### src/rtl/ccs_pkg.sv
// constants and types shared by the clock source selection block
package ccs_pkg;

    // ----------------------------------------------------------------
    // source select encodings
    // ----------------------------------------------------------------
    localparam logic [2:0] SRC_FAST32 = 3'h0;
    localparam logic [2:0] SRC_SLOW   = 3'h5;
    localparam logic [2:0] SRC_FAST1  = 3'h6;
    localparam logic [2:0] SRC_EXT    = 3'h7;

    // ----------------------------------------------------------------
    // external mode encodings
    // ----------------------------------------------------------------
    localparam logic [2:0] EXT_CLK_HIGH  = 3'h0;
    localparam logic [2:0] EXT_CLK_MED   = 3'h1;
    localparam logic [2:0] EXT_CLK_LOW   = 3'h2;
    localparam logic [2:0] XTAL_LOW_PWR  = 3'h4;
    localparam logic [2:0] XTAL_MED_GAIN = 3'h5;
    localparam logic [2:0] XTAL_HI_GAIN  = 3'h6;

    // ----------------------------------------------------------------
    // amplifier gain and power-range codes
    // ----------------------------------------------------------------
    localparam logic [1:0] GAIN_OFF  = 2'h0;
    localparam logic [1:0] GAIN_LOW  = 2'h1;
    localparam logic [1:0] GAIN_MED  = 2'h2;
    localparam logic [1:0] GAIN_HIGH = 2'h3;

    // power ranges: high 8-32 MHz, medium 0.1-8 MHz, low 0-0.1 MHz
    localparam logic [1:0] PWR_NONE = 2'h0;
    localparam logic [1:0] PWR_LOW  = 2'h1;
    localparam logic [1:0] PWR_MED  = 2'h2;
    localparam logic [1:0] PWR_HIGH = 2'h3;

    // ----------------------------------------------------------------
    // counts and reset values
    // ----------------------------------------------------------------
    localparam int         SUT_CYCLES    = 1024;
    localparam int         FAIL_PERIODS  = 4;
    localparam int         DIV_MAX       = 9;
    localparam logic [3:0] DIV_RESET     = 4'h0;
    localparam int         SLOW_OSC_KHZ  = 31;
    localparam int         FAST_MIN_MHZ  = 1;
    localparam int         FAST_MAX_MHZ  = 16;

    typedef enum logic [2:0]
    {
        ST_START    = 3'h1,
        ST_RUN      = 3'h2,
        ST_FAILSAFE = 3'h4
    } ccs_state_t;

endpackage

### src/rtl/ccs_fail_monitor.sv
// watchdog on the external clock, paced by slow oscillator ticks
`timescale 1ns/1ps
`default_nettype none
module ccs_fail_monitor #(
    parameter int PERIODS = ccs_pkg::FAIL_PERIODS
) (
    // clock and reset
    input  wire logic clock,
    input  wire logic srst,
    // supervision
    input  wire logic enable,
    input  wire logic slowTick,
    input  wire logic extTick,
    output logic      failPulse
);
    import ccs_pkg::*;

    localparam int CW = $clog2(PERIODS + 1);

    initial
    begin
        if (PERIODS < 2) $error("fail monitor needs at least two periods");
    end

    logic [CW-1:0] cnt_q;
    logic [CW-1:0] cnt_d;
    logic          fail_q;
    logic          fail_d;

    // ----------------------------------------------------------------
    // period counter
    // ----------------------------------------------------------------
    // only slow ticks advance it, so a dead external clock cannot stall it
    always_comb
    begin
        cnt_d  = cnt_q;
        fail_d = 1'b0;
        if (!enable || extTick)
            cnt_d = '0;
        else if (slowTick)
        begin
            if (cnt_q == CW'(PERIODS - 1))
            begin
                fail_d = 1'b1;
                cnt_d  = '0;
            end
            else
                cnt_d = cnt_q + CW'(1);
        end
    end

    always_ff @(posedge clock)
    begin
        if (srst)
        begin
            cnt_q  <= '0;
            fail_q <= 1'b0;
        end
        else
        begin
            cnt_q  <= cnt_d;
            fail_q <= fail_d;
        end
    end

    assign failPulse = fail_q;

    a_fail_timing : assert property (@(posedge clock) disable iff (srst)
        (enable && !extTick && slowTick && cnt_q == CW'(PERIODS - 1)) |=> failPulse)
        else $error("missed clock failure");

    a_no_false_fail : assert property (@(posedge clock) disable iff (srst)
        (!enable || extTick) |=> !failPulse)
        else $error("failure flagged while clock alive");

endmodule
`default_nettype wire

### src/rtl/ccs_source_select.sv
// system clock source selection, start-up timer, divider and fallback
`timescale 1ns/1ps
`default_nettype none
module ccs_source_select #(
    parameter int SUT_COUNT   = ccs_pkg::SUT_CYCLES,
    parameter int FAIL_COUNT  = ccs_pkg::FAIL_PERIODS
) (
    // clock and reset
    input  wire logic       clock,
    input  wire logic       srst,
    // configuration fields
    input  wire logic [2:0] resetClockSelect,
    input  wire logic [2:0] externalModeSelect,
    // run-time switch request
    input  wire logic       switchWrite,
    input  wire logic [2:0] newSourceRequest,
    input  wire logic [3:0] newDividerRequest,
    // oscillator ticks and events
    input  wire logic       externalClockPin,
    input  wire logic       slowOscTick,
    input  wire logic       fastOscTick,
    input  wire logic       wakeFromSleep,
    input  wire logic       clearClockFail,
    // status and control outputs
    output logic [2:0]      sourceSelect,
    output logic [3:0]      dividerSelect,
    output logic            systemTick,
    output logic [1:0]      amplifierGain,
    output logic [1:0]      extPowerRange,
    output logic            secondPinFree,
    output logic            fast32Select,
    output logic            startupBusy,
    output logic            clockFail
);
    import ccs_pkg::*;

    localparam int OW = $clog2(SUT_COUNT);

    initial
    begin
        if (SUT_COUNT < 2 || (SUT_COUNT & (SUT_COUNT - 1)) != 0)
            $error("start-up count must be a power of two of at least two");
    end

    // ----------------------------------------------------------------
    // decode helpers
    // ----------------------------------------------------------------
    function automatic logic isCrystal(input logic [2:0] m);
        return m == XTAL_LOW_PWR || m == XTAL_MED_GAIN || m == XTAL_HI_GAIN;
    endfunction

    // unknown codes fall back to the 1 MHz internal source
    function automatic logic [2:0] legalSource(input logic [2:0] s);
        return (s == SRC_FAST32 || s == SRC_SLOW || s == SRC_EXT) ? s : SRC_FAST1;
    endfunction

    // reserved mode codes behave as the high-power logic clock
    function automatic logic [2:0] legalMode(input logic [2:0] m);
        return (isCrystal(m) || m == EXT_CLK_MED || m == EXT_CLK_LOW) ? m : EXT_CLK_HIGH;
    endfunction

    function automatic logic [1:0] gainOf(input logic [2:0] m);
        case (m)
            XTAL_LOW_PWR:  return GAIN_LOW;
            XTAL_MED_GAIN: return GAIN_MED;
            XTAL_HI_GAIN:  return GAIN_HIGH;
            default:       return GAIN_OFF;
        endcase
    endfunction

    function automatic logic [1:0] powerOf(input logic [2:0] m);
        case (m)
            EXT_CLK_HIGH: return PWR_HIGH;
            EXT_CLK_MED:  return PWR_MED;
            EXT_CLK_LOW:  return PWR_LOW;
            default:      return PWR_NONE;
        endcase
    endfunction

    // ----------------------------------------------------------------
    // state
    // ----------------------------------------------------------------
    ccs_state_t    state_q, state_d;
    logic [2:0]    src_q, src_d;
    logic [2:0]    mode_q, mode_d;
    logic [3:0]    div_q, div_d;
    logic [OW-1:0] sut_q, sut_d;
    logic [8:0]    divCnt_q, divCnt_d;
    logic          tick_q, tick_d;
    logic          fail_q, fail_d;
    logic [1:0]    gain_q, gain_d;
    logic [1:0]    pwr_q, pwr_d;
    logic          pinFree_q, pinFree_d;
    logic          fast32_q, fast32_d;

    logic          failPulse;
    logic          selTick;
    logic          monitorOn;
    logic [8:0]    divMask;
    logic [2:0]    cfgSrc;
    logic [2:0]    cfgMode;

    assign cfgSrc    = legalSource(resetClockSelect);
    assign cfgMode   = legalMode(externalModeSelect);
    assign monitorOn = (src_q == SRC_EXT) && (state_q == ST_RUN)
                       && !switchWrite && !wakeFromSleep;
    assign divMask   = 9'((10'h1 << div_q) - 10'h1);

    ccs_fail_monitor #(
        .PERIODS   (FAIL_COUNT)
    ) u_monitor (
        .clock     (clock),
        .srst      (srst),
        .enable    (monitorOn),
        .slowTick  (slowOscTick),
        .extTick   (externalClockPin),
        .failPulse (failPulse)
    );

    // ----------------------------------------------------------------
    // source tick choice
    // ----------------------------------------------------------------
    always_comb
    begin
        case (src_q)
            SRC_EXT:  selTick = externalClockPin;
            SRC_SLOW: selTick = slowOscTick;
            default:  selTick = fastOscTick;
        endcase
    end

    // ----------------------------------------------------------------
    // selection, start-up and divider next values
    // ----------------------------------------------------------------
    always_comb
    begin
        state_d  = state_q;
        src_d    = src_q;
        mode_d   = mode_q;
        div_d    = div_q;
        sut_d    = sut_q;
        divCnt_d = divCnt_q;
        tick_d   = 1'b0;
        fail_d   = fail_q;
        if (clearClockFail)
            fail_d = 1'b0;
        if (srst)
        begin
            src_d    = cfgSrc;
            mode_d   = cfgMode;
            div_d    = DIV_RESET;
            sut_d    = '0;
            divCnt_d = '0;
            fail_d   = 1'b0;
            state_d  = (cfgSrc == SRC_EXT && isCrystal(cfgMode)) ? ST_START : ST_RUN;
        end
        else if (failPulse)
        begin
            src_d    = SRC_FAST1;
            state_d  = ST_FAILSAFE;
            divCnt_d = '0;
            fail_d   = 1'b1;
        end
        else if (wakeFromSleep && src_q == SRC_EXT && isCrystal(mode_q))
        begin
            state_d = ST_START;
            sut_d   = '0;
        end
        else if (switchWrite)
        begin
            src_d    = legalSource(newSourceRequest);
            div_d    = (newDividerRequest > 4'(DIV_MAX)) ? 4'(DIV_MAX) : newDividerRequest;
            divCnt_d = '0;
            sut_d    = '0;
            state_d  = (legalSource(newSourceRequest) == SRC_EXT && isCrystal(mode_q))
                       ? ST_START : ST_RUN;
        end
        else
        begin
            case (state_q)
                ST_START:
                begin
                    // counts oscillations only; a silent crystal never releases
                    if (externalClockPin)
                    begin
                        sut_d = sut_q + OW'(1);
                        if (sut_q == OW'(SUT_COUNT - 1))
                            state_d = ST_RUN;
                    end
                end
                ST_RUN, ST_FAILSAFE:
                begin
                    // nothing moves between edges, so a stopped clock just pauses
                    if (selTick)
                    begin
                        if ((divCnt_q & divMask) == divMask)
                        begin
                            tick_d   = 1'b1;
                            divCnt_d = '0;
                        end
                        else
                            divCnt_d = divCnt_q + 9'h1;
                    end
                end
                default: state_d = ST_RUN;
            endcase
        end
        if (failPulse && !srst)
            fail_d = 1'b1;
        gain_d    = (src_d == SRC_EXT) ? gainOf(mode_d) : GAIN_OFF;
        pwr_d     = (src_d == SRC_EXT) ? powerOf(mode_d) : PWR_NONE;
        pinFree_d = (src_d == SRC_EXT) && !isCrystal(mode_d);
        fast32_d  = (src_d == SRC_FAST32);
    end

    always_ff @(posedge clock)
    begin
        state_q   <= state_d;
        src_q     <= src_d;
        mode_q    <= mode_d;
        div_q     <= div_d;
        sut_q     <= sut_d;
        divCnt_q  <= divCnt_d;
        tick_q    <= tick_d;
        fail_q    <= fail_d;
        gain_q    <= gain_d;
        pwr_q     <= pwr_d;
        pinFree_q <= pinFree_d;
        fast32_q  <= fast32_d;
    end

    assign sourceSelect  = src_q;
    assign dividerSelect = div_q;
    assign systemTick    = tick_q;
    assign amplifierGain = gain_q;
    assign extPowerRange = pwr_q;
    assign secondPinFree = pinFree_q;
    assign fast32Select  = fast32_q;
    assign startupBusy   = state_q[0];
    assign clockFail     = fail_q;

    // ----------------------------------------------------------------
    // checks
    // ----------------------------------------------------------------
    a_reset_source : assert property (@(posedge clock)
        srst |=> src_q == legalSource($past(resetClockSelect)))
        else $error("reset source not taken from config");

    a_fast32_flag : assert property (@(posedge clock) disable iff (srst)
        fast32Select == (sourceSelect == SRC_FAST32))
        else $error("32 MHz flag disagrees with source");

    a_gain_match : assert property (@(posedge clock) disable iff (srst)
        (sourceSelect == SRC_EXT && mode_q == XTAL_HI_GAIN) |-> amplifierGain == GAIN_HIGH)
        else $error("crystal gain wrong");

    a_pin_freed : assert property (@(posedge clock) disable iff (srst)
        (sourceSelect == SRC_EXT && !isCrystal(mode_q)) |-> secondPinFree && !startupBusy)
        else $error("logic clock mode pin or start-up wrong");

    a_no_startup_delay : assert property (@(posedge clock)
        (srst && cfgSrc == SRC_EXT && !isCrystal(cfgMode)) |=> state_q == ST_RUN)
        else $error("logic clock mode delayed by start-up");

    a_startup_release : assert property (@(posedge clock) disable iff (srst)
        (state_q == ST_START && externalClockPin && sut_q == OW'(SUT_COUNT - 1)
         && !failPulse && !wakeFromSleep && !switchWrite) |=> state_q == ST_RUN)
        else $error("start-up timer did not release");

    a_startup_hold : assert property (@(posedge clock) disable iff (srst)
        (state_q == ST_START && !externalClockPin && !switchWrite) |=> state_q == ST_START)
        else $error("start-up released without oscillation");

    a_static_hold : assert property (@(posedge clock) disable iff (srst)
        (src_q == SRC_EXT && !externalClockPin && !switchWrite && !failPulse)
        |=> !systemTick && $stable(divCnt_q))
        else $error("state moved without clock edge");

    a_fallback : assert property (@(posedge clock) disable iff (srst)
        failPulse |=> sourceSelect == SRC_FAST1 && clockFail)
        else $error("no fallback on failure");

    a_fail_wins : assert property (@(posedge clock) disable iff (srst)
        (failPulse && clearClockFail) |=> clockFail)
        else $error("failure lost to clear");

    a_switch_div : assert property (@(posedge clock) disable iff (srst)
        (switchWrite && !failPulse && !wakeFromSleep && newDividerRequest <= 4'(DIV_MAX))
        |=> dividerSelect == $past(newDividerRequest))
        else $error("divider request not applied");

    c_startup_done : cover property (@(posedge clock) disable iff (srst)
        state_q == ST_START ##1 state_q == ST_RUN);
    c_fallback : cover property (@(posedge clock) disable iff (srst) failPulse);
    c_switch : cover property (@(posedge clock) disable iff (srst)
        switchWrite ##1 systemTick);

endmodule
`default_nettype wire

### config.mk
export PLATFORM = sky130hd
export DESIGN_NAME = ccs_source_select
export DESIGN_NICKNAME = d
export VERILOG_FILES = /design/src/rtl/ccs_pkg.sv /design/src/rtl/ccs_fail_monitor.sv /design/src/rtl/ccs_source_select.sv
export SDC_FILE = /design/constraint.sdc
export NUM_CORES = 1
export LEC_CHECK = 0
export BUFFER_PORTS_ARGS = -buffer_cell sky130_fd_sc_hd__buf_2
export CORE_MARGIN = 2
export CORE_UTILIZATION = 50
export DETAILED_ROUTE_END_ITERATION = 6
export PLACE_DENSITY_LB_ADDON = 0.08
export SYNTH_ARGS = -nofsm -noshare
export SYNTH_HDL_FRONTEND = slang
export SYNTH_HIERARCHICAL = 1
export SYNTH_SLANG_ARGS = --single-unit
### constraint.sdc
create_clock -name clock -period 2.63 [get_ports clock]
set_input_delay 0.6575 -clock clock [delete_from_list [all_inputs] [get_ports clock]]
set_output_delay 0.6575 -clock clock [all_outputs]
set_load 0.005 [all_outputs]
### After elaboration in Yosys (flattened, before gate mapping)

Cells that the tools add are included.

| word-level totals | value |
|---|---|
| output and inout bits | 16 |
| flip-flop bits (word level) | 44 |
| input bits | 21 |

| operators by class | value |
|---|---|
| order comparisons | 1 |
| add/sub/neg operators | 4 |
| equality and inequality tests | 34 |
| muxes and demuxes | 35 |
| reduce and logical (&&, ||, !) cells | 47 |
| bitwise operators | 6 |
| shift operators | 1 |

Operators with widths:

| operator | count |
|---|---|
| 3-bit equality test (second input constant) | 22 |
| 3-bit two-way mux | 15 |
| 10-bit two-way mux | 4 |
| 9-bit two-way mux | 4 |
| 1-bit logical OR | 15 |
| 3-bit by 2-bit equality test with 1-bit output (second input constant) | 4 |
| 3-bit zero test | 4 |
| 6-bit by 5-bit != test with 1-bit output (second input constant) | 2 |
| 2-bit one-hot mux with 3 select lines | 2 |
| 3-bit AND reduction | 4 |
| 10-bit by 1-bit adder with 10-bit output (second input constant) | 1 |
| 10-bit equality test (second input constant) | 1 |
| 9-bit by 1-bit adder with 9-bit output (second input constant) | 1 |
| 9-bit AND | 1 |
| 3-bit by 1-bit equality test with 1-bit output (second input constant) | 3 |
| 9-bit equality test | 1 |
| 1-bit logical AND | 9 |
| 3-bit nonzero test | 3 |
| 1-bit by 4-bit left shift with 9-bit output (first input constant) | 1 |
| 9-bit by 1-bit subtractor with 9-bit output (second input constant) | 1 |
| 3-bit one-hot mux with 2 select lines | 1 |
| 2-bit OR reduction | 3 |
| 6-bit OR reduction | 1 |
| 1-bit zero test | 5 |
| other kinds (10) | 20 |

### Longest topological paths before layout

| depth | value |
|---|---|
| depth after elaboration | 12 |
| depth in mapped cells | 11 |

### Cells and area by module

The synthesis kept the hierarchy.

By module, submodules not included:

| module | area an instance (um2) | sequential area each (um2) | cells each | instances |
|---|---|---|---|---|
| ccs_source_select | 2,173.3 | 830.8 | 253 | 1 |
| ccs_fail_monitor | 166.4 | 80.1 | 17 | 1 |

### Worst setup path before layout

OpenSTA, ideal clock, no wires.

| path | value |
|---|---|
| path type | reg-to-reg |
| start | register div_q[0] (netlist: dividerSelect[0]) |
| end | register divCnt_q[4] |
| stages on the path, launching flop included | 10 |
| setup slack | 0.296 ns |
| arrival time | 2.212 ns |
| clock period less this slack | 2.334 ns |
| cell sequence | dfxtp_1 -> buf_6 -> or4_4 -> ha_1 -> clkbuf_1 -> xor2_1 -> a221oi_2 -> o2111ai_4 -> nand4b_1 -> a31oi_1 |

| on the way | value |
|---|---|
| cells in the longest elaborated chain, start to end | 8 |

RTL lines:

| what | line | text |
|---|---|---|
| start, declared | ccs_source_select.sv:86 | `logic [3:0] div_q, div_d;` |
| start signal, assigned | ccs_source_select.sv:221 | `div_q <= div_d;` |
| 1-bit by 4-bit left shift with 9-bit output * | ccs_source_select.sv:107 | `assign divMask = 9'((10'h1 << div_q) - 10'h1);` |
| 9-bit by 1-bit subtractor with 9-bit output * | ccs_source_select.sv:107 |  |
| 9-bit AND | ccs_source_select.sv:196 | `if ((divCnt_q & divMask) == divMask)` |
| 9-bit equality test * | ccs_source_select.sv:196 |  |
| 9-bit two-way mux * | ccs_source_select.sv:196 |  |
| 9-bit two-way mux * | ccs_source_select.sv:194 | `if (selTick)` |
| 9-bit two-way mux * | ccs_source_select.sv:180 | `case (state_q)` |
| 9-bit two-way mux * | ccs_source_select.sv:169 | `else if (switchWrite)` |
| end signal, assigned | ccs_source_select.sv:223 | `divCnt_q <= divCnt_d;` |
| end, declared | ccs_source_select.sv:88 | `logic [8:0] divCnt_q, divCnt_d;` |

Mark *: on every way between the ends. The rest lies on a longest branch, timed or not. The select of a mux whose other input is x is not followed.
A chain may end at the register's enable or synchronous reset.

### Worst setup path after layout

| path | value |
|---|---|
| start | register div_q[0] (netlist: dividerSelect[0]) |
| end | register divCnt_q[3] |

Same word-level chain as after synthesis.

==> summary.txt <==
Clock network
  • H-tree levels: 2
  • CTS buffer count: 5
  • Cts-stage hold buffer count: 0
  • Postcts setup bufs: 0
  • CTS Sinks: 44
  • PostCTS Resize Cnt: 0
  • Clock latency on the worst-skew pair: 0.29 ns
  • Clock-pin slew on the worst setup and hold paths: 0.08 ns
  • Clk root buf: clkbuf_8
  • Clock Tree Buf Depth: 2
  • CTS tree: done

Critical path
  • Instance count on the critical path: 8
  • Worst Path Required: 2.86 ns
  • Worst R2R Path Depth: 8
  • CP Buf/Inv Count: 0
  • Critical path class: register to register
  • CP Max Fanout: 10
  • CP Capture Type: register
  • Slowest stage cell, crit path: or4_4
  • CP cell instances: or4_4 -> ha_1 -> nor4_1 -> a21o_1 -> a22oi_1 -> o2111ai_4 -> nand3_2 -> o2bb2ai_1
  • Crit-path leading delay family: simple AND/OR/NAND/NOR gates
  • Worst path max stage delay: 0.52 ns
  • Setup crit start kind: register
  • Crit path DAT: 2.53 ns

Route
  • Via-per-instance ratio: 5.687
  • Post-route DRC: 0
  • Antenna Nets Post-Route: 0
  • DR vias: 2087
  • Initial drt markers: 114
  • Final Routed Wirelength: 4989 um
  • First-pass DRT Iterations: 4
  • Wirelength per Cell: 13.59 um

Floorplanning
  • Die ar.: 5242 um2
  • Die height: 72.41 um
  • # rows: 24
  • Core Box Area: 4444 um2
  • Initial Util: 52.65%
  • Die Span X: 72.41 um
  • I/O Pins: 37

Pwr
  • Worst VDD drop: 0.3663 mV
  • PwrDens: 500.0 nW/um2
  • Lkg Pwr: 0.001082 uW

STA
  • Total negative setup slack: 0 ns
  • Slew Limit Fails: 0
  • Hold Vio Cnt, Final: 0
  • Tmin final: 2.303 ns
  • Worst Skew: 0.001947 ns
  • Setup violations, final: 0
  • Fmax: 434.2 MHz
  • Worst setup margin: 0.3268 ns
  • Worst slew pin tran: 0.7339 ns
  • Period utilisation layout: 87.58%
  • Unrepaired setup endpoints after global routing: false
  • Slew headroom: 51.07%

Place
  • GP Congestion: 0.7902
  • Hpwl dp: 3760 um
  • DP Area: 2618 um2
  • Port Buffer Count: 36
  • Pre-CTS WS: 0.3338 ns

Cells and area
  • Most common cell after layout, fill and taps aside: dfxtp_1
  • Final Util: 60.73%
  • Most frequent cells in the layout: dfxtp_1, buf_2, nor2_1
  • Cell area after layout: 2699 um2
  • Fillers: 443
  • Nets: 344
  • Layout cells sized above 1: 20.95%
  • Area delta synth->final: 15.35%
  • N_diodes: 0

Synth
  • Seq/Total Area, Yosys: 38.93%
  • Asr flop ratio synth: 0%
  • Synth Warn #: 6
  • Top_reg_cell synth: dfxtp_1
  • Avg Cell Area, Syn: 8.666 um2
  • #FFs+latches synth: 44
  • Synth unique cells: 54
  • Post-Syn Area: 2340 um2
  • Post-synth EDFFs: 3
  • Synthesized instance count: 270
  • Synthesized Nets: 299

Hold path
  • Hold depth: 1
  • Hold crit path type: register to register

Global route
  • Largest net degree at the start of global routing: 16
  • GR Util All Layers: 20.16%
  • First-pass GRT wire length: 8397 um
  • Antenna violations before repair: 0
  • Grt total ovfl: 0
  • Number of global-route vias before repair: 1890

Flow run
  • Max-Cap Viols: 0

Outcome
  • Status: finished, final reports clean
==> through the flow <==
step	hold slack, ns	total power [uW]	cells
after floorplan	0.4221	874.9	270
after global placement	0.4354	953.0	360
after detailed placement	0.4353	956.8	360
after CTS	0.4473	1362	367
after global routing	0.4732	1417	367
final	0.4474	1349	367
==> state kept, by name, indices dropped and copies added, names as in the netlist, 2 cells and up <==
name             count
amplifierGain        2
divCnt_q             9
dividerSelect        4
extPowerRange        2
mode_q               3
sourceSelect         3
state_q              3
sut_q               10
u_monitor/cnt_q      3
==> Yosys cell counts, types with 3 or more instances <==
cell type | number | share of area, %
nor4b_1 | 3 | 1.1
a21oi_1 | 12 | 2.6
nor2b_1 | 4 | 1.1
o21ai_0 | 13 | 2.8
clkbuf_1 | 5 | 0.80
o2111ai_1 | 3 | 1.1
o21ai_1 | 3 | 0.64
xnor2_1 | 12 | 4.5
inv_1 | 11 | 1.8
mux2i_1 | 4 | 1.7
nand2b_1 | 4 | 1.1
and3_1 | 3 | 0.80
edfxtp_1 | 3 | 3.9
o2bb2ai_1 | 3 | 1.1
nand3_1 | 9 | 1.9
a21o_1 | 5 | 1.6
nor3_1 | 7 | 1.5
or2_2 | 3 | 0.80
and2_1 | 6 | 1.6
dfxtp_1 | 41 | 35
mux2_2 | 3 | 1.4
nor4_1 | 6 | 1.6
nand2_1 | 23 | 3.7
ha_1 | 8 | 4.3
nor3b_1 | 4 | 1.3
nand4_1 | 7 | 1.9
nor2_1 | 33 | 5.3
nand3b_1 | 3 | 0.96
==> worst reg2reg max path, delay by kind of cell (launching register included) <==
| family | cells | cell delay [ns] |
|---|---|---|
| DFF | 1 | 0.33 |
| adders and majority gates | 1 | 0.32 |
| AOI/OAI and AO/OA | 4 | 0.72 |
| and+or+nand+nor | 3 | 0.88 |
==> report_power, final <==
| part | switching (uW) | leakage [uW] | internal [uW] | total (uW) |
|---|---|---|---|---|
| registers | 17.9 | 0.000364 | 695 | 712 |
| logic | 128 | 0.000678 | 101 | 229 |
| clock network | 228 | 0.0000400 | 180 | 408 |
| total | 374 | 0.00108 | 975 | 1350 |
==> final cells by class <==
cell class	instances	area, um2	share of cell area (%)
Clock buffer	5	68.82	2.550
Clock inverter	2	12.51	0.4636
Inverter	11	41.29	1.530
Multi-Input combinational cell	208	1353	50.12
Sequential cell	44	910.9	33.75
Tap cell	52	65.06	2.411
Timing Repair Buffer	45	247.7	9.179
==> logic make-up (layout without fill, tap and decap cells) <==
logic type | after synthesis | after routing | synth area share [%]
AND/OR/NAND/NOR | 124 | 124 | 28.61
flip-flops | 44 | 44 | 38.93
AO/OA/AOI/OAI | 55 | 55 | 16.52
buffers and inverters | 18 | 63 | 3.262
multiplexers | 7 | 7 | 3.155
adder cells (fa/ha/maj) | 8 | 8 | 4.278
XOR/XNOR | 14 | 14 | 5.241
==> worst paths after layout <==
path | startpoint | end | slack [ns]
min | u_monitor/cnt_q[2] | u_monitor/failPulse | 0.45
max reg2reg | dividerSelect[0] | divCnt_q[3] | 0.33
max | dividerSelect[0] | divCnt_q[3] | 0.33
min reg2reg | u_monitor/cnt_q[2] | u_monitor/failPulse | 0.45
==> layer usage <==
metal	vias up	track usage, %	share of wire [%]
li1	1055	-	-
met1	966	27.63	49
met2	61	32.72	45
met3	5	4.167	5.0
met4	0	4.938	1.2
met5	-	0	0
Note: power is estimated with default switching activity, not from simulation.
